<file path="src/rtl/alert_cfg.svh">
/*
 * Address map, field positions, reset values and calibration bounds of the alert status block.
 * Assumes inclusion by the package and the block, each of which sees it only once.
 */
`ifndef ALERT_CFG_SVH
`define ALERT_CFG_SVH

// ****************************************************************************
// Register indices and byte addresses
// ****************************************************************************
`define IDX_ALERT_SUMMARY 8'h07
`define IDX_CELL_OV_ALERTS 8'h08
`define ADDR_ALERT_SUMMARY 12'h01c
`define ADDR_CELL_OV_ALERTS 12'h020
`define ADDR_UNIPOLAR_OV_THRESHOLD 12'h040
`define ADDR_BIPOLAR_OV_THRESHOLD 12'h044
`define ADDR_CELL_POLARITY 12'h048
`define ADDR_CELL_OV_ALERT_ENABLE 12'h04c
`define ADDR_CAL_VALUE_BASE 12'h050
`define ADDR_DECODE_BITS 12

// ****************************************************************************
// Summary register field positions
// ****************************************************************************
`define SUM_CELL_OV_ADC 15
`define SUM_CELL_OV_CMP 14
`define SUM_CELL_UV_ADC 13
`define SUM_CELL_UV_CMP 12
`define SUM_AUX_OV_ADC 11
`define SUM_AUX_OV_CMP 10
`define SUM_AUX_UV_ADC 9
`define SUM_AUX_UV_CMP 8
`define SUM_CAL_ADC_OFFSET 4
`define SUM_CAL_RAMP_OFFSET 3
`define SUM_CAL_RATIO_OFFSET 2
`define SUM_CAL_PYRAMID_GAIN 1
`define SUM_CAL_RAMP_GAIN 0

// ****************************************************************************
// Sizes, reset values and calibration bounds
// ****************************************************************************
`define NUM_CELLS 14
`define NUM_AUX 6
`define NUM_CAL 5
`define DATA_W 16
`define RESET_ALERT_SUMMARY 16'h0000
`define RESET_CELL_OV_ALERTS 14'h0000
`define RESET_UNIPOLAR_OV_THRESHOLD 16'hffff
`define RESET_BIPOLAR_OV_THRESHOLD 16'h7fff
`define RESET_CELL_POLARITY 14'h0000
`define RESET_CELL_OV_ALERT_ENABLE 14'h0000
`define RESET_CAL_VALUE 16'h0000
`define CAL_OFFSET_LIMIT 16'h0100
`define CAL_GAIN_MIN 16'h7000
`define CAL_GAIN_MAX 16'h9000
`define HSIZE_WORD 3'h2
`define HRESP_OKAY 1'b0

`endif

</file>
<file path="src/rtl/alert_pkg.sv">
/*
 * Types shared by the alert status block and its surroundings.
 * Assumes alert_cfg.svh supplies sizes; nothing here holds logic.
 */
`include "alert_cfg.svh"

package alert_pkg;

  typedef logic [`DATA_W-1:0] word16_t;

  // Bus phase of the slave, one-hot.
  typedef enum logic [2:0] {
    PH_IDLE = 3'b001,
    PH_WRITE = 3'b010,
    PH_READ = 3'b100
  } bus_phase_e;

  typedef struct packed {
    logic hsel;
    logic [31:0] haddr;
    logic [1:0] htrans;
    logic hwrite;
    logic [2:0] hsize;
    logic [31:0] hwdata;
    logic hready;
  } ahb_req_s;

  typedef struct packed {
    logic hreadyout;
    logic hresp;
    logic [31:0] hrdata;
  } ahb_rsp_s;

  // One acquisition result: a one-cycle valid with cell readings and the alert vectors of the other paths.
  typedef struct packed {
    logic valid;
    logic [`NUM_CELLS-1:0][`DATA_W-1:0] cell_volt;
    logic [`NUM_CELLS-1:0] cell_ov_cmp_flags;
    logic [`NUM_CELLS-1:0] cell_uv_flags;
    logic [`NUM_CELLS-1:0] cell_uv_cmp_flags;
    logic [`NUM_AUX-1:0] aux_ov_flags;
    logic [`NUM_AUX-1:0] aux_ov_cmp_flags;
    logic [`NUM_AUX-1:0] aux_uv_flags;
    logic [`NUM_AUX-1:0] aux_uv_cmp_flags;
  } acq_in_s;

  // Calibration results: done[k] pulses for one cycle with value[k].
  typedef struct packed {
    logic [`NUM_CAL-1:0] done;
    logic [`NUM_CAL-1:0][`DATA_W-1:0] value;
  } cal_in_s;

  typedef struct packed {
    bus_phase_e phase;
    logic [`ADDR_DECODE_BITS-1:0] wr_addr;
    logic hreadyout;
    logic [31:0] hrdata;
    logic [`DATA_W-1:0] unipolar_ov_threshold;
    logic [`DATA_W-1:0] bipolar_ov_threshold;
    logic [`NUM_CELLS-1:0] cell_polarity;
    logic [`NUM_CELLS-1:0] cell_ov_alert_enable;
    logic [`NUM_CAL-1:0][`DATA_W-1:0] cal_value;
    logic [`NUM_CELLS-1:0] cell_ov_flags;
    logic [`DATA_W-1:0] alert_summary;
  } state_s;

endpackage

</file>
<file path="src/rtl/alert_summary_status_regs.sv">
/*
 * Alert summary and cell overvoltage status registers behind an AHB-Lite slave.
 * Assumes acquisition and calibration engines on ref_clk that present one-cycle result strobes,
 * and a single AHB-Lite master whose hready is this slave's hreadyout.
 */
`timescale 1ns/100ps
`include "alert_cfg.svh"

// How it works
// - Bit 15 ORs ADC cell overvoltage alerts
// - Bit 14 ORs comparator cell overvoltage alerts
// - Bit 13 ORs ADC cell undervoltage alerts
// - Bit 12 ORs comparator cell undervoltage alerts
// - Bit 11 ORs ADC auxiliary cold alerts
// - Bit 10 ORs comparator auxiliary cold alerts
// - Bit 9 ORs ADC auxiliary hot alerts
// - Bit 8 ORs comparator auxiliary hot alerts
// - Summary bits clear only when all resolved
// - Bit 4 flags bad ADC offset calibration
// - Fault clears on later in-bounds calibration or write
// - Bit 3 flags bad ramp offset calibration
// - Bit 2 flags bad ratiometric offset calibration
// - Bit 1 flags bad pyramid gain calibration
// - Bit 0 flags bad ramp gain calibration
// - Cell overvoltage bits, cell n at n-1, enabled only
// - Polarity selects unipolar or bipolar threshold
// - Cell overvoltage bit clears when condition gone
// - Summary register ignores writes
module alert_summary_status_regs (
  input wire logic ref_clk,
  input wire logic resetn,
  input wire logic ce,
  input wire alert_pkg::ahb_req_s ahb_req,
  output alert_pkg::ahb_rsp_s ahb_rsp,
  input wire alert_pkg::acq_in_s acq_in,
  input wire alert_pkg::cal_in_s cal_in
);

  // ****************************************************************************
  // Helper functions
  // ****************************************************************************

  // Overvoltage test of one cell against the threshold its polarity selects.
  function automatic logic cell_over(
    input logic [`DATA_W-1:0] volt,
    input logic bipolar,
    input logic [`DATA_W-1:0] uni_thr,
    input logic [`DATA_W-1:0] bip_thr
  );
    logic hit;
    hit = 1'b0;
    if (bipolar) begin
      hit = $signed(volt) > $signed(bip_thr);
    end else begin
      hit = volt > uni_thr;
    end
    return hit;
  endfunction

  // Bounds check of a calibration value: offsets are signed and near zero, gains sit in a band.
  function automatic logic cal_in_bounds(
    input int unsigned kind,
    input logic [`DATA_W-1:0] value
  );
    logic ok;
    ok = 1'b0;
    if (kind == `SUM_CAL_PYRAMID_GAIN || kind == `SUM_CAL_RAMP_GAIN) begin
      ok = (value >= `CAL_GAIN_MIN) && (value <= `CAL_GAIN_MAX);
    end else begin
      ok = ($signed(value) <= $signed(`CAL_OFFSET_LIMIT)) && ($signed(value) >= -$signed(`CAL_OFFSET_LIMIT));
    end
    return ok;
  endfunction

  // Address decode of the readable map; unmapped addresses read as zero.
  function automatic logic [31:0] read_word(
    input logic [`ADDR_DECODE_BITS-1:0] addr,
    input alert_pkg::state_s s
  );
    logic [31:0] data;
    data = 32'h0000_0000;
    if (addr == `ADDR_ALERT_SUMMARY) begin
      data = {16'h0000, s.alert_summary};
    end else if (addr == `ADDR_CELL_OV_ALERTS) begin
      data = {18'h00000, s.cell_ov_flags};
    end else if (addr == `ADDR_UNIPOLAR_OV_THRESHOLD) begin
      data = {16'h0000, s.unipolar_ov_threshold};
    end else if (addr == `ADDR_BIPOLAR_OV_THRESHOLD) begin
      data = {16'h0000, s.bipolar_ov_threshold};
    end else if (addr == `ADDR_CELL_POLARITY) begin
      data = {18'h00000, s.cell_polarity};
    end else if (addr == `ADDR_CELL_OV_ALERT_ENABLE) begin
      data = {18'h00000, s.cell_ov_alert_enable};
    end else begin
      for (int k = 0; k < `NUM_CAL; k++) begin
        if (addr == `ADDR_CAL_VALUE_BASE + `ADDR_DECODE_BITS'(4 * k)) begin
          data = {16'h0000, s.cal_value[k]};
        end
      end
    end
    return data;
  endfunction

  // ****************************************************************************
  // State and per-cell comparison
  // ****************************************************************************

  alert_pkg::state_s st;
  alert_pkg::state_s next_st;
  logic [`NUM_CELLS-1:0] cell_ov_now;
  logic accept;
  logic [`ADDR_DECODE_BITS-1:0] req_addr;

  assign req_addr = ahb_req.haddr[`ADDR_DECODE_BITS-1:0];
  assign accept = ahb_req.hsel && ahb_req.htrans[1] && ahb_req.hready;

  genvar gi;
  generate
    for (gi = 0; gi < `NUM_CELLS; gi++) begin : g_cell
      // Disabled cells never raise an alert.
      assign cell_ov_now[gi] = st.cell_ov_alert_enable[gi] &&
        cell_over(acq_in.cell_volt[gi], st.cell_polarity[gi],
                  st.unipolar_ov_threshold, st.bipolar_ov_threshold);
    end
  endgenerate

  // ****************************************************************************
  // Next state
  // ****************************************************************************

  always_comb begin
    logic [`NUM_CAL-1:0] cal_set;
    logic [`NUM_CAL-1:0] cal_clr;
    logic [`NUM_CELLS-1:0] ov_new;
    logic wr_word;
    cal_set = '0;
    cal_clr = '0;
    ov_new = '0;
    wr_word = 1'b0;
    next_st = st;

    // Bus: writes complete with no wait state, reads take one wait state so that
    // a read right behind a write returns the freshly written value.
    case (st.phase)
      alert_pkg::PH_IDLE: begin
        next_st.hreadyout = 1'b1;
      end
      alert_pkg::PH_WRITE: begin
        next_st.hreadyout = 1'b1;
        next_st.phase = alert_pkg::PH_IDLE;
        wr_word = 1'b1;
      end
      alert_pkg::PH_READ: begin
        next_st.hrdata = read_word(st.wr_addr, st);
        next_st.hreadyout = 1'b1;
        next_st.phase = alert_pkg::PH_IDLE;
      end
      default: begin
        next_st.phase = alert_pkg::PH_IDLE;
        next_st.hreadyout = 1'b1;
      end
    endcase

    if (accept && st.hreadyout) begin
      next_st.wr_addr = req_addr;
      if (ahb_req.hwrite && ahb_req.hsize == `HSIZE_WORD) begin
        next_st.phase = alert_pkg::PH_WRITE;
      end else if (!ahb_req.hwrite) begin
        next_st.phase = alert_pkg::PH_READ;
        next_st.hreadyout = 1'b0;
      end else begin
        next_st.phase = alert_pkg::PH_IDLE;
      end
    end

    // Writes to the status registers and unmapped addresses fall through untouched.
    if (wr_word) begin
      if (st.wr_addr == `ADDR_ALERT_SUMMARY) begin
        next_st.alert_summary = st.alert_summary;
      end else if (st.wr_addr == `ADDR_UNIPOLAR_OV_THRESHOLD) begin
        next_st.unipolar_ov_threshold = ahb_req.hwdata[`DATA_W-1:0];
      end else if (st.wr_addr == `ADDR_BIPOLAR_OV_THRESHOLD) begin
        next_st.bipolar_ov_threshold = ahb_req.hwdata[`DATA_W-1:0];
      end else if (st.wr_addr == `ADDR_CELL_POLARITY) begin
        next_st.cell_polarity = ahb_req.hwdata[`NUM_CELLS-1:0];
      end else if (st.wr_addr == `ADDR_CELL_OV_ALERT_ENABLE) begin
        next_st.cell_ov_alert_enable = ahb_req.hwdata[`NUM_CELLS-1:0];
      end else begin
        for (int k = 0; k < `NUM_CAL; k++) begin
          if (st.wr_addr == `ADDR_CAL_VALUE_BASE + `ADDR_DECODE_BITS'(4 * k)) begin
            next_st.cal_value[k] = ahb_req.hwdata[`DATA_W-1:0];
            if (cal_in_bounds(k, ahb_req.hwdata[`DATA_W-1:0])) begin
              cal_clr[k] = 1'b1;
            end else begin
              cal_set[k] = 1'b1;
            end
          end
        end
      end
    end

    // A calibration run loads its result; an out-of-bounds result raises the fault.
    for (int k = 0; k < `NUM_CAL; k++) begin
      if (cal_in.done[k]) begin
        next_st.cal_value[k] = cal_in.value[k];
        if (cal_in_bounds(k, cal_in.value[k])) begin
          cal_clr[k] = 1'b1;
        end else begin
          cal_set[k] = 1'b1;
        end
      end
    end

    // A fault raised in the same cycle as an in-bounds result stays raised.
    for (int k = 0; k < `NUM_CAL; k++) begin
      if (cal_set[k]) begin
        next_st.alert_summary[k] = 1'b1;
      end else if (cal_clr[k]) begin
        next_st.alert_summary[k] = 1'b0;
      end
    end

    // Each acquisition re-evaluates every alert, so a summary bit drops only when
    // nothing it covers is still active.
    if (acq_in.valid) begin
      ov_new = cell_ov_now;
      next_st.cell_ov_flags = ov_new;
      next_st.alert_summary[`SUM_CELL_OV_ADC] = |ov_new;
      next_st.alert_summary[`SUM_CELL_OV_CMP] = |acq_in.cell_ov_cmp_flags;
      next_st.alert_summary[`SUM_CELL_UV_ADC] = |acq_in.cell_uv_flags;
      next_st.alert_summary[`SUM_CELL_UV_CMP] = |acq_in.cell_uv_cmp_flags;
      next_st.alert_summary[`SUM_AUX_OV_ADC] = |acq_in.aux_ov_flags;
      next_st.alert_summary[`SUM_AUX_OV_CMP] = |acq_in.aux_ov_cmp_flags;
      next_st.alert_summary[`SUM_AUX_UV_ADC] = |acq_in.aux_uv_flags;
      next_st.alert_summary[`SUM_AUX_UV_CMP] = |acq_in.aux_uv_cmp_flags;
    end

    next_st.alert_summary[7:5] = 3'h0;
  end

  // ****************************************************************************
  // State register
  // ****************************************************************************

  always_ff @(posedge ref_clk or negedge resetn) begin
    if (!resetn) begin
      st <= '0;
      st.phase <= alert_pkg::PH_IDLE;
      st.hreadyout <= 1'b1;
      st.unipolar_ov_threshold <= `RESET_UNIPOLAR_OV_THRESHOLD;
      st.bipolar_ov_threshold <= `RESET_BIPOLAR_OV_THRESHOLD;
      st.cell_polarity <= `RESET_CELL_POLARITY;
      st.cell_ov_alert_enable <= `RESET_CELL_OV_ALERT_ENABLE;
      st.cal_value <= {`NUM_CAL{`RESET_CAL_VALUE}};
      st.cell_ov_flags <= `RESET_CELL_OV_ALERTS;
      st.alert_summary <= `RESET_ALERT_SUMMARY;
    end else if (ce) begin
      st <= next_st;
    end
  end

  // ****************************************************************************
  // Bus response
  // ****************************************************************************

  always_comb begin
    ahb_rsp.hreadyout = st.hreadyout;
    ahb_rsp.hresp = `HRESP_OKAY;
    ahb_rsp.hrdata = st.hrdata;
  end

endmodule

</file>
<file path="config.mk">
export PLATFORM = sky130hd
export DESIGN_NAME = alert_summary_status_regs
export DESIGN_NICKNAME = d
export VERILOG_FILES = /design/src/rtl/alert_pkg.sv /design/src/rtl/alert_summary_status_regs.sv
export VERILOG_INCLUDE_DIRS = /design/src /design/src/rtl
export SDC_FILE = /design/constraint.sdc
export NUM_CORES = 1
export LEC_CHECK = 0
export BUFFER_PORTS_ARGS = -buffer_cell sky130_fd_sc_hd__buf_2
export CORE_AREA = 2 2 216 218
export DETAILED_ROUTE_END_ITERATION = 8
export DIE_AREA = 0 0 218 220
export HOLD_SLACK_MARGIN = 0.05
export PLACE_DENSITY = 0.8
export RECOVER_POWER = 50
export SYNTH_ARGS = -nofsm -noshare
export SYNTH_HDL_FRONTEND = slang
export SYNTH_SLANG_ARGS = --single-unit
export TNS_END_PERCENT = 5
</file>
<file path="constraint.sdc">
create_clock -name ref_clk -period 3.63 [get_ports ref_clk]
set_input_delay 0.726 -clock ref_clk [delete_from_list [all_inputs] [get_ports ref_clk]]
set_output_delay 0.726 -clock ref_clk [all_outputs]
set_load 0.005 [all_outputs]
</file>
==> results of run 1 <==
-- state kept, by name, indices dropped and copies added (netlist names) --
| signal | cells |
|---|---|
| st | 182 |
| ahb_rsp | 17 |
-- per-layer routing --
metal,share of wire [%],vias up,track usage (%),routed length (um)
met2,45,1341,54.1,37500
met5,0.015,-,0,13
met4,5.7,2,18.2,4800
met3,10,269,6.39,8730
li1,-,9280,-,-
met1,39,9936,44.0,33100
-- path summary, 6_finish.rpt --
kind | to | slack [ns] | startpoint
min in group asynchronous | st[213]$_DFFE_PN0P_ | 1.00 | resetn
min reg2reg | st[79]$_DFFE_PN0P_ | 0.48 | st[79]$_DFFE_PN0P_
max in group asynchronous | st[58]$_DFFE_PN0P_ | 0.61 | resetn
max | st[15]$_DFFE_PN0P_ | 0.13 | st[150]$_DFFE_PN1P_
max reg2reg | st[15]$_DFFE_PN0P_ | 0.13 | st[150]$_DFFE_PN1P_
min | st[79]$_DFFE_PN0P_ | 0.48 | st[79]$_DFFE_PN0P_
-- worst max-delay path: stages, from the launching register on --
cell and delay (ns):
dfstp_2 0.55, inv_1 0.24, buf_4 0.29, ha_1 0.28, nand4_1 0.18, nor3_1 0.10
a21boi_0 0.14, a2111oi_1 0.54, buf_4 0.20, mux2i_1 0.17, o32a_1 0.28, and3_1 0.17
and3_1 0.15, a31oi_1 0.08
-- final cells by class --
class | count | area (um2) | area share [%]
Sequential cell | 199 | 5020 | 21.0
Multi-Input combinational cell | 1830 | 14500 | 60.8
Inverter | 77 | 289 | 1.21
Clock inverter | 14 | 174 | 0.728
Tap cell | 607 | 759 | 3.18
Clock buffer | 18 | 429 | 1.80
Antenna cell | 3 | 7.51 | 0.0314
Timing Repair Buffer | 498 | 2690 | 11.3
-- placed cells by master, fill, tap and decap left out, types with 7 or more instances in the layout --
| master | count |
|---|---|
| a21oi_1 | 163 |
| nor3b_1 | 7 |
| o211ai_1 | 26 |
| and4_1 | 7 |
| dfrtp_1 | 166 |
| o221ai_1 | 16 |
| nor2_1 | 85 |
| nand4_1 | 79 |
| o21ai_0 | 157 |
| o22ai_1 | 13 |
| ha_1 | 448 |
| a22o_1 | 14 |
| nand2b_1 | 16 |
| nor2b_1 | 32 |
| clkbuf_16 | 17 |
| nand2_1 | 187 |
| o21a_1 | 7 |
| conb_1 | 17 |
| a31oi_1 | 10 |
| mux2_2 | 113 |
| a222oi_1 | 14 |
| nor4_1 | 33 |
| mux2i_1 | 67 |
| a221oi_1 | 15 |
| inv_1 | 77 |
| and3_1 | 20 |
| a211oi_1 | 25 |
| a21o_1 | 50 |
| nand3_1 | 52 |
| or4_1 | 14 |
| a221o_1 | 9 |
| a2111oi_0 | 11 |
| dfstp_2 | 32 |
| buf_2 | 428 |
| buf_4 | 61 |
| mux2_4 | 9 |
| nor3_1 | 36 |
-- cells by family after synthesis --
kind of cell / Yosys count / share of synthesized area, %
AOI/OAI and AO/OA: 577 / 18.0
buffers and inverters: 187 / 4.26
other: 1 / 0.0184
muxes: 192 / 10.5
and+or+nand+nor: 596 / 15.0
adders and majority gates: 448 / 27.6
DFF: 199 / 24.7
-- timing repair --
action | in CTS | in global routing
setup endpoints to repair | 0 | 1
endpoints found under the hold margin | 0 | 0
buffers inserted | 0 | 0
gates resized for setup | 0 | 1
-- power groups by stage --
stage	registers [mW]	clock network, mW	logic [mW]
5_1_grt	2.59	2.04	1.91
3_3_place_gp	2.59	0	1.62
2_1_floorplan	2.54	0	1.02
3_5_place_dp	2.60	0	1.70
6_report	2.57	1.96	1.74
4_1_cts	2.56	1.96	1.71
-- Yosys cell counts (52+ instances only) --
cell type and count:
nor2_1 85, inv_1 77, a21oi_1 163, mux2i_1 67, o21ai_0 157, nand3_1 52, mux2_2 113, ha_1 448
dfrtp_1 166, nand2_1 187, nand4_1 79
==> summary.md, run 1 <==
| Metric | Value |
|---|---|
| Largest net degree at the start of global routing | `98` |
| Sequential-to-total area share from yosys stat | `24.7%` |
| Clock sinks | `199` |
| RSZ-0062 raised after global routing | `no` |
| Placement Setup Slack | `0.149 ns` |
| R2R cell count | `13` |
| Main synth FF type | `dfrtp_1` |
| Register bit total from synthesis | `199` |
| Number of global-route vias before repair | `19925` |
| P_sw | `2.09 mW` |
| Total of max-cap violations | `1` |
| Die Area | `48000 um2` |
| Worst slew pin tran | `2.49 ns` |
| Placed insts | `3211` |
| I/O pin count | `485` |
| Share of layout cells above drive strength 1 | `26.4%` |
| WL/cell | `25.9 um` |
| Clock-pin slew on the worst setup and hold paths | `0.08 ns` |
| Core ar. | `45900 um2` |
| Final WL | `84200 um` |
| Pint | `4.18 mW` |
| Number of enable flip-flop cells after synthesis | `0` |
| Post-DRT Antenna Nets | `0` |
| PortBufs | `430` |
| CTS root buffer | `clkbuf_16` |
| Largest area contributor in the netlist | `ha_1` |
| CTS tree | `done` |
| Synth Warn # | `0` |
| Mapped Area | `20300 um2` |
| Worst Setup End Kind | `register` |
| Hold Crit Depth | `2` |
| Clock latency on the worst-skew pair | `0.46 ns` |
| Total congestion overflow | `0` |
| Avg Cell Area, Syn | `9.25 um2` |
| Hold WC Path Type | `reg2reg` |
| Failing checks | `DRC, capacitance limit, slew limit` |
| NumNets Final | `3522` |
| Switching share of power | `33.4%` |
| Status | `finished with violations` |
| Min Tclk post-route | `3.50 ns` |
| Vias/cell | `6.42` |
| Setup TNS | `0 ns` |
| Die width | `218 um` |
| Leakage | `11.1 nW` |
| Final std cells w/o fill | `3246` |
| Slew HR | `-65.9%` |
| Initial Utilization | `44.4%` |
| Hold_ws | `0.483 ns` |
| Fin. Hold Viols | `0` |
| Area share of the largest cell type after synthesis | `27.6%` |
| Placed cell areas | `23300 um2` |
| Main area contributors after synthesis | `ha_1 (28%), dfrtp_1 (20%), mux2_2 (6.3%), dfstp_2 (4.3%), a21oi_1 (4.0%)` |
| Final setup vio count | `0` |
| Tot Pwr | `6.27 mW` |
| Comb pwr share | `27.7%` |
| GPL Wtd Cong | `0.998` |
| Crit path max fanout | `6` |
| Cts bufs inserted | `17` |
| Worst setup margin | `0.133 ns` |
| Detailed Routing Iterations Pass 1 | `9` |
| Flop pwr share | `41.0%` |
| Setup CP Type | `reg2reg` |
| # hold bufs at CTS | `0` |
| Clock Path Buffers | `2` |
| Asr flop ratio synth | `100%` |
| P per Cell Area | `262 nW/um2` |
| # rows | `79` |
| Syn-to-layout area delta | `17.5%` |
| Die height | `220 um` |
| VDD IR max | `0.340 mV` |
| Highest clock rate | `0.286 GHz` |
| Type of origin of the critical path | `register` |
| Fillers | `4127` |
| Initial antenna violation count | `5` |
| Crit path required time | `3.96 ns` |
| Gr usage total | `34.1%` |
| Global-route wire length before repair | `122000 um` |
| Yosys cell types | `72` |
| DRC viols | `3` |
| Vias post-DR | `20828` |
| HPWL Detailed | `66800 um` |
| Post-route cell area | `23900 um2` |
| CP arrival | `3.83 ns` |
| Clock power share | `31.3%` |
| Util after Layout | `52.1%` |
| Fin Clk Skew | `0.0158 ns` |
| Synth Instances | `2200` |
| H-tree depth | `4` |
| Initial DRC Count | `2174` |
| Final period util | `96.3%` |
| Final Max Slew Viols | `98` |
No activity file was read; power rests on OpenSTA's default activity.
==> run 2, diff against run 1 <==
--- a/config.mk
+++ b/config.mk
@@ -13,6 +13,7 @@
 export HOLD_SLACK_MARGIN = 0.05
 export PLACE_DENSITY = 0.8
 export RECOVER_POWER = 50
+export SETUP_SLACK_MARGIN = 0.15
 export SYNTH_ARGS = -nofsm -noshare
 export SYNTH_HDL_FRONTEND = slang
 export SYNTH_SLANG_ARGS = --single-unit
==> run 2 against run 1 <==
  * The flow finishes with violations (capacitance limit, slew limit)
  * Setup slack better by 0.14 ns
  * Fmax up 4.3%
  * Critical path type unchanged
  * Via count about the same
  * Critical path depth unchanged
  * Clock-buffer cell count unchanged
  * Combinational power about the same
  * Clock skew up 0.00051 ns
  * Die area unchanged
  * First-iteration DRC count up 4.1%
  * Largest cell class unchanged
==> summary.md, run 2 (synthesis gave the netlist of run 1 again) <==
| Metric | Value |
|---|---|
| Largest net degree at the start of global routing | `98 (unchanged)` |
| Final period util | `92.4% (was 96.3%)` |
| Critical Path Slowest Stage Cell | `dfstp_2 (unchanged)` |
| Crit path required time | `3.96 ns (about the same)` |
| Reg2Reg Setup Slack | `0.28 ns (was 0.13 ns)` |
| CP top delay family | `compound AO/OA/AOI/OAI gates (unchanged)` |
| NumNets Final | `3522 (unchanged)` |
| Global-route wire length before repair | `122000 um (unchanged)` |
| Final Max Slew Viols | `98 (unchanged)` |
| P_sw | `2.09 mW (about the same)` |
| Comb pwr share | `27.8% (was 27.7%)` |
| P per Cell Area | `262 nW/um2 (about the same)` |
| Switching share of power | `33.3% (was 33.4%)` |
| WL/cell | `25.9 um (about the same)` |
| Vias/cell | `6.41 (was 6.42)` |
| CP endpoint | `st[15]$_DFFE_PN0P_ (unchanged)` |
| R2R cell count | `13 (unchanged)` |
| CP Launch Point | `st[150]$_DFFE_PN1P_ (unchanged)` |
| Setup CP Type | `reg2reg (unchanged)` |
| Clock-pin slew on the worst setup and hold paths | `0.08 ns (about the same)` |
| Highest clock rate | `0.298 GHz (was 0.286 GHz)` |
| Util after Layout | `52.1% (about the same)` |
| Initial DRC Count | `2263 (was 2174)` |
| Initial antenna violation count | `5 (unchanged)` |
| Hold_sp | `st[79]$_DFFE_PN0P_ (unchanged)` |
| HPWL Detailed | `66800 um (unchanged)` |
| Leakage | `11.2 nW (was 11.1 nW)` |
| Clock Path Buffers | `2 (unchanged)` |
| Fin Clk Skew | `0.0163 ns (was 0.0158 ns)` |
| Die Area | `48000 um2 (unchanged)` |
| VDD IR max | `0.339 mV (was 0.340 mV)` |
| Max FFs per register | `182 (unchanged)` |
| Critical path depth | `13 (unchanged)` |
| Min Tclk post-route | `3.35 ns (was 3.50 ns)` |
| Resized cells post-CTS | `0 (unchanged)` |
| Sequential cell area | `5020 um2 (unchanged)` |
| Worst-path cell chain | `inv_1 > buf_4 > ha_1 > nand4_1 > nor3_1 > a21boi_0 > a2111oi_2 > buf_4 > mux2i_1 > o32a_1 > and3_1 > and3_1 > a31oi_1 (was inv_1 > buf_4 > ha_1 > nand4_1 > nor3_1 > a21boi_0 > a2111oi_1 > buf_4 > mux2i_1 > o32a_1 > and3_1 > and3_1 > a31oi_1)` |
| Status | `finished with violations (unchanged)` |
| RR Startpoint | `st[150]$_DFFE_PN1P_ (unchanged)` |
| Clock latency on the worst-skew pair | `0.46 ns (about the same)` |
| Flop pwr share | `41.0% (about the same)` |
| Fillers | `4127 (unchanged)` |
| R2r endpoint | `st[15]$_DFFE_PN0P_ (unchanged)` |
| Largest Register | `st (unchanged)` |
| Syn-to-layout area delta | `17.5% (about the same)` |
| Number of global-route vias before repair | `19925 (unchanged)` |
| Final WL | `84200 um (about the same)` |
| Clock sinks | `199 (unchanged)` |
| # hold bufs at CTS | `0 (unchanged)` |
| Clock power share | `31.2% (was 31.3%)` |
| Worst path buffer plus inverter count | `3 (unchanged)` |
| Slew HR | `-64.0% (was -65.9%)` |
| Core ar. | `45900 um2 (unchanged)` |
| Die height | `220 um (unchanged)` |
| Post-CTS setup buffers | `0 (unchanged)` |
| CP max stage delay | `0.55 ns (about the same)` |
| Share of layout cells above drive strength 1 | `26.4% (about the same)` |
| Fin. Hold Viols | `0 (unchanged)` |
| RSZ-0062 raised after global routing | `no (unchanged)` |
| Total of max-cap violations | `1 (unchanged)` |
| Die width | `218 um (unchanged)` |
| DRC viols | `0 (was 3)` |
| Failing checks | `capacitance limit, slew limit (was DRC, capacitance limit, slew limit)` |
| GPL Wtd Cong | `0.998 (unchanged)` |
| CTS root buffer | `clkbuf_16 (unchanged)` |
| I/O pin count | `485 (unchanged)` |
| H-tree depth | `4 (unchanged)` |
| Total congestion overflow | `0 (unchanged)` |
| Post-DRT Antenna Nets | `0 (unchanged)` |
| Type of origin of the critical path | `register (unchanged)` |
| PortBufs | `430 (unchanged)` |
| Most frequent cells in the layout | `ha_1 (448), buf_2 (428), nand2_1 (187), dfrtp_1 (166), a21oi_1 (163) (unchanged)` |
| CTS tree | `done (unchanged)` |
| Worst Setup End Kind | `register (unchanged)` |
| # rows | `79 (unchanged)` |
| Worst slew pin tran | `2.46 ns (was 2.49 ns)` |
| Hold_ws | `0.481 ns (was 0.483 ns)` |
| Crit path max fanout | `6 (unchanged)` |
| Hold WC Path Type | `reg2reg (unchanged)` |
| Vias post-DR | `20808 (was 20828)` |
| Gr usage total | `34.1% (unchanged)` |
| Footprint of the multi-input gates | `14500 um2 (about the same)` |
| Initial Utilization | `44.4% (unchanged)` |
| Cts bufs inserted | `17 (unchanged)` |
| Final setup vio count | `0 (unchanged)` |
| Setup TNS | `0 ns (unchanged)` |
| Pint | `4.18 mW (about the same)` |
| Commonest non-fill, non-tap cell in the layout | `ha_1 (unchanged)` |
| Detailed Routing Iterations Pass 1 | `6 (was 9)` |
| CP arrival | `3.68 ns (was 3.83 ns)` |
[run 2: area by class of cell]
type	instances	area share, %
Multi-Input combinational cell	1830	60.8
Sequential cell	199	21.0
Timing Repair Buffer	498	11.3
Tap cell	607	3.18
Clock buffer	18	1.80
Inverter	77	1.21
Clock inverter	14	0.727
Antenna cell	3	0.0314
[run 2: metal layers]
layer  vias to the layer above  track usage [%]  wire (um)
met5                         -                0         13
met4                         2             18.2       4890
met3                       269             6.39       8590
met2                      1328             54.1      37300
met1                      9938             44.0      33400
li1                       9271                -          -
[run 2: worst min path at each step]
stage,endpoint,cells past startpoint
3_3_place_gp,st[77]$_DFFE_PN0P_,2
2_1_floorplan,ahb_rsp[0]$_DFFE_PN0P_,0
4_1_cts,st[203]$_DFFE_PN0P_,1
3_5_place_dp,st[88]$_DFFE_PN0P_,2
5_1_grt,st[210]$_DFFE_PN0P_,2
6_report,st[79]$_DFFE_PN0P_,2
[run 2: worst reg2reg max path, delay by kind of cell (launching register included)]
kind / cells / cell delay [ns]
AND/OR/NAND/NOR: 4 / 0.61
adder cells (fa/ha/maj): 1 / 0.28
buffers and inverters: 3 / 0.70
multiplexers: 1 / 0.17
flip-flops: 1 / 0.55
AO/OA/AOI/OAI: 4 / 0.93
[run 2: power groups by stage]
stage	clock [mW]	sequential, mW	combinational [mW]
after detailed placement	0	2.60	1.70
after CTS	1.96	2.56	1.71
after floorplan	0	2.54	1.02
after global routing	2.04	2.59	1.91
final	1.96	2.57	1.74
after global placement	0	2.59	1.62
[run 2: through the flow]
stage / cell area, um2 / cells / setup WS [ns] / total power [mW]
floorplan: 20400 / 2216 / 0.667 / 3.57
global placement: 23300 / 3211 / 0.134 / 4.21
detailed placement: 23300 / 3211 / 0.149 / 4.30
CTS: 23900 / 3243 / 0.172 / 6.23
global route: 23900 / 3246 / 0.159 / 6.54
finish: 23900 / 3246 / 0.277 / 6.26
==> run 3, diff against run 2 <==
==> constraint.sdc (replaced) <==
create_clock -name ref_clk -period 3.63 [get_ports ref_clk]
set_input_delay 0.1815 -clock ref_clk [delete_from_list [all_inputs] [get_ports ref_clk]]
set_output_delay 0.1815 -clock ref_clk [all_outputs]
set_load 0.005 [all_outputs]
==> run 3 against run 2 <==
  * Clock power about the same
  * Cell area increased by 1.5%
  * Non-clock buffer count increased by 36
  * Critical endpoint unchanged
  * The flow still finishes with violations (capacitance limit, slew limit)
==> summary.md, run 3 (synthesis gave the netlist of run 1 again) <==
| Metric | Value |
|---|---|
| NumNets Final | `3558 (was 3522)` |
| R2r endpoint | `st[15]$_DFFE_PN0P_ (unchanged)` |
| Die Area | `48000 um2 (unchanged)` |
| CTS tree | `done (unchanged)` |
| Failing checks | `capacitance limit, slew limit (unchanged)` |
| Hold WC Path Type | `in2reg (was reg2reg)` |
| Pint | `4.21 mW (was 4.18 mW)` |
| Placement Setup Slack | `0.352 ns (was 0.149 ns)` |
| Cts bufs inserted | `17 (unchanged)` |
| Worst setup margin | `0.325 ns (was 0.277 ns)` |
| Util after Layout | `52.9% (was 52.1%)` |
| Vias/cell | `6.38 (was 6.41)` |
| Min Tclk post-route | `3.30 ns (was 3.35 ns)` |
| DRC viols | `0 (unchanged)` |
| Highest clock rate | `0.303 GHz (was 0.298 GHz)` |
| Die width | `218 um (unchanged)` |
| Syn-to-layout area delta | `19.2% (was 17.5%)` |
| # rows | `79 (unchanged)` |
| Leakage | `11.3 nW (was 11.2 nW)` |
| Core ar. | `45900 um2 (unchanged)` |
| Fin Clk Skew | `0.0152 ns (was 0.0163 ns)` |
| Reg2Reg Setup Slack | `0.33 ns (was 0.28 ns)` |
| Clock Path Buffers | `2 (unchanged)` |
| CP endpoint | `st[15]$_DFFE_PN0P_ (unchanged)` |
| CP Launch Point | `st[146]$_DFFE_PN1P_ (was st[150]$_DFFE_PN1P_)` |
| RR Startpoint | `st[146]$_DFFE_PN1P_ (was st[150]$_DFFE_PN1P_)` |
| Clock-pin slew on the worst setup and hold paths | `0.08 ns (about the same)` |
| Total congestion overflow | `0 (unchanged)` |
| Worst slew pin tran | `2.24 ns (was 2.46 ns)` |
| Gr usage total | `33.9% (was 34.1%)` |
| Final Max Slew Viols | `86 (was 98)` |
| Crit path max fanout | `6 (unchanged)` |
| CTS root buffer | `clkbuf_16 (unchanged)` |
| Commonest non-fill, non-tap cell in the layout | `ha_1 (unchanged)` |
| Initial antenna violation count | `2 (was 5)` |
| Fillers | `4214 (was 4127)` |
| Post-DRT Antenna Nets | `0 (unchanged)` |
| Vias post-DR | `20937 (was 20808)` |
| Final period util | `91.0% (was 92.4%)` |
| Post-route cell area | `24300 um2 (was 23900 um2)` |
| P per Cell Area | `261 nW/um2 (was 262 nW/um2)` |
| Clock latency on the worst-skew pair | `0.46 ns (about the same)` |
| Global-route wire length before repair | `122000 um (about the same)` |
| Status | `finished with violations (unchanged)` |
| Largest Register | `st (unchanged)` |
| CP arrival | `3.62 ns (was 3.68 ns)` |
| Final WL | `83300 um (was 84200 um)` |
| P_sw | `2.13 mW (was 2.09 mW)` |
| Initial DRC Count | `2150 (was 2263)` |
| GPL Wtd Cong | `1.03 (was 0.998)` |
| Number of global-route vias before repair | `20507 (was 19925)` |
| Crit path required time | `3.95 ns (was 3.96 ns)` |
| Comb pwr share | `28.1% (was 27.8%)` |
| Worst Setup End Kind | `register (unchanged)` |
| Setup CP Type | `reg2reg (unchanged)` |
| HPWL Detailed | `66100 um (was 66800 um)` |
| WL/cell | `25.4 um (was 25.9 um)` |
| Fin. Hold Viols | `0 (unchanged)` |
| Largest net degree at the start of global routing | `87 (was 98)` |
| Clock sinks | `199 (unchanged)` |
| PortBufs | `430 (unchanged)` |
| VDD IR max | `0.332 mV (was 0.339 mV)` |
| R2R cell count | `11 (was 13)` |
| Max FFs per register | `182 (unchanged)` |
| Slew HR | `-49.4% (was -64.0%)` |
| RSZ-0062 raised after global routing | `no (unchanged)` |
| Flop pwr share | `40.5% (was 41.0%)` |
| Setup TNS | `0 ns (unchanged)` |
| Placed cell areas | `23300 um2 (about the same)` |
| Share of layout cells above drive strength 1 | `25.6% (was 26.4%)` |
| Total of max-cap violations | `1 (unchanged)` |
| Most frequent cells in the layout | `ha_1 (448), buf_2 (411), nand2_1 (187), dfrtp_1 (166), a21oi_1 (163) (was ha_1 (448), buf_2 (428), nand2_1 (187), dfrtp_1 (166), a21oi_1 (163))` |
| Final setup vio count | `0 (unchanged)` |
| Type of origin of the critical path | `register (unchanged)` |
| Switching share of power | `33.6% (was 33.3%)` |
| Die height | `220 um (unchanged)` |
| Clock power share | `31.4% (was 31.2%)` |
| I/O pin count | `485 (unchanged)` |
| Detailed Routing Iterations Pass 1 | `8 (was 6)` |
| Initial Utilization | `44.4% (unchanged)` |
| H-tree depth | `4 (unchanged)` |
run 3: metal layers:
| metal | part of all wire [%] | global-route usage, % | wire length [um] | up-vias |
|---|---|---|---|---|
| met4 | 5.4 | 18.3 | 4480 | 0 |
| met2 | 45 | 54.1 | 37400 | 1383 |
| met5 | 0 | 0 | 0 | - |
| met1 | 40 | 43.4 | 32900 | 9947 |
| met3 | 10 | 6.13 | 8490 | 260 |
| li1 | - | - | - | 9347 |
run 3: final cells by class:
cell class | count | area (um2) | area share [%]
multi-input cells | 1830 | 14500 | 59.9
well taps | 607 | 759 | 3.13
inverters | 77 | 293 | 1.21
diodes | 3 | 7.51 | 0.0309
repair buffers | 534 | 3020 | 12.5
flip-flops and latches | 199 | 5020 | 20.7
clock inverters | 15 | 201 | 0.830
clock buffers | 17 | 425 | 1.75
run 3: worst max-delay path, stage by stage, from the launching register on:
cell and delay [ns]:
dfstp_2 0.55, inv_1 0.18, ha_1 0.25, a21o_1 0.18
a21o_1 0.17, a21o_1 0.16, a2111oi_0 0.47, mux2_2 0.39
a41oi_1 0.38, and3_1 0.21, and3_1 0.15, a31oi_1 0.08
run 3: worst min-delay path by stage:
stage | startpoint | to | slack, ns | cells past startpoint
floorplan | resetn | ahb_rsp[0]$_DFFE_PN0P_ | -0.11 | 0
global placement | resetn | ahb_rsp[14]$_DFFE_PN0P_ | 0.28 | 1
detailed placement | resetn | st[213]$_DFFE_PN0P_ | 0.29 | 1
CTS | acq_in[1] | st[8]$_DFFE_PN0P_ | 0.05 | 3
global route | acq_in[1] | st[8]$_DFFE_PN0P_ | 0.06 | 3
finish | acq_in[1] | st[8]$_DFFE_PN0P_ | 0.04 | 3
run 3: what timing repair did:
item	4_1_cts	5_1_grt
endpoints found under the hold margin	108	0
buffers inserted	0	2
endpoints found under the setup margin	0	1
gates resized for setup	0	1
hold buffers	34	0
run 3: power by group through the flow:
stage / logic (mW) / registers, mW / clock network [mW]
after CTS: 1.75 / 2.56 / 2.00
final: 1.78 / 2.57 / 1.99
after global routing: 1.95 / 2.58 / 2.09
after global placement: 1.64 / 2.58 / 0
after floorplan: 1.02 / 2.54 / 0
after detailed placement: 1.71 / 2.60 / 0
run 3: metrics by stage:
| step | instances | hold WS, ns | power (mW) |
|---|---|---|---|
| 6_report | 3282 | 0.0393 | 6.34 |
| 5_1_grt | 3281 | 0.0630 | 6.63 |
| 4_1_cts | 3277 | 0.0502 | 6.31 |
| 3_5_place_dp | 3211 | 0.285 | 4.31 |
| 3_3_place_gp | 3211 | 0.284 | 4.22 |
| 2_1_floorplan | 2216 | -0.114 | 3.57 |
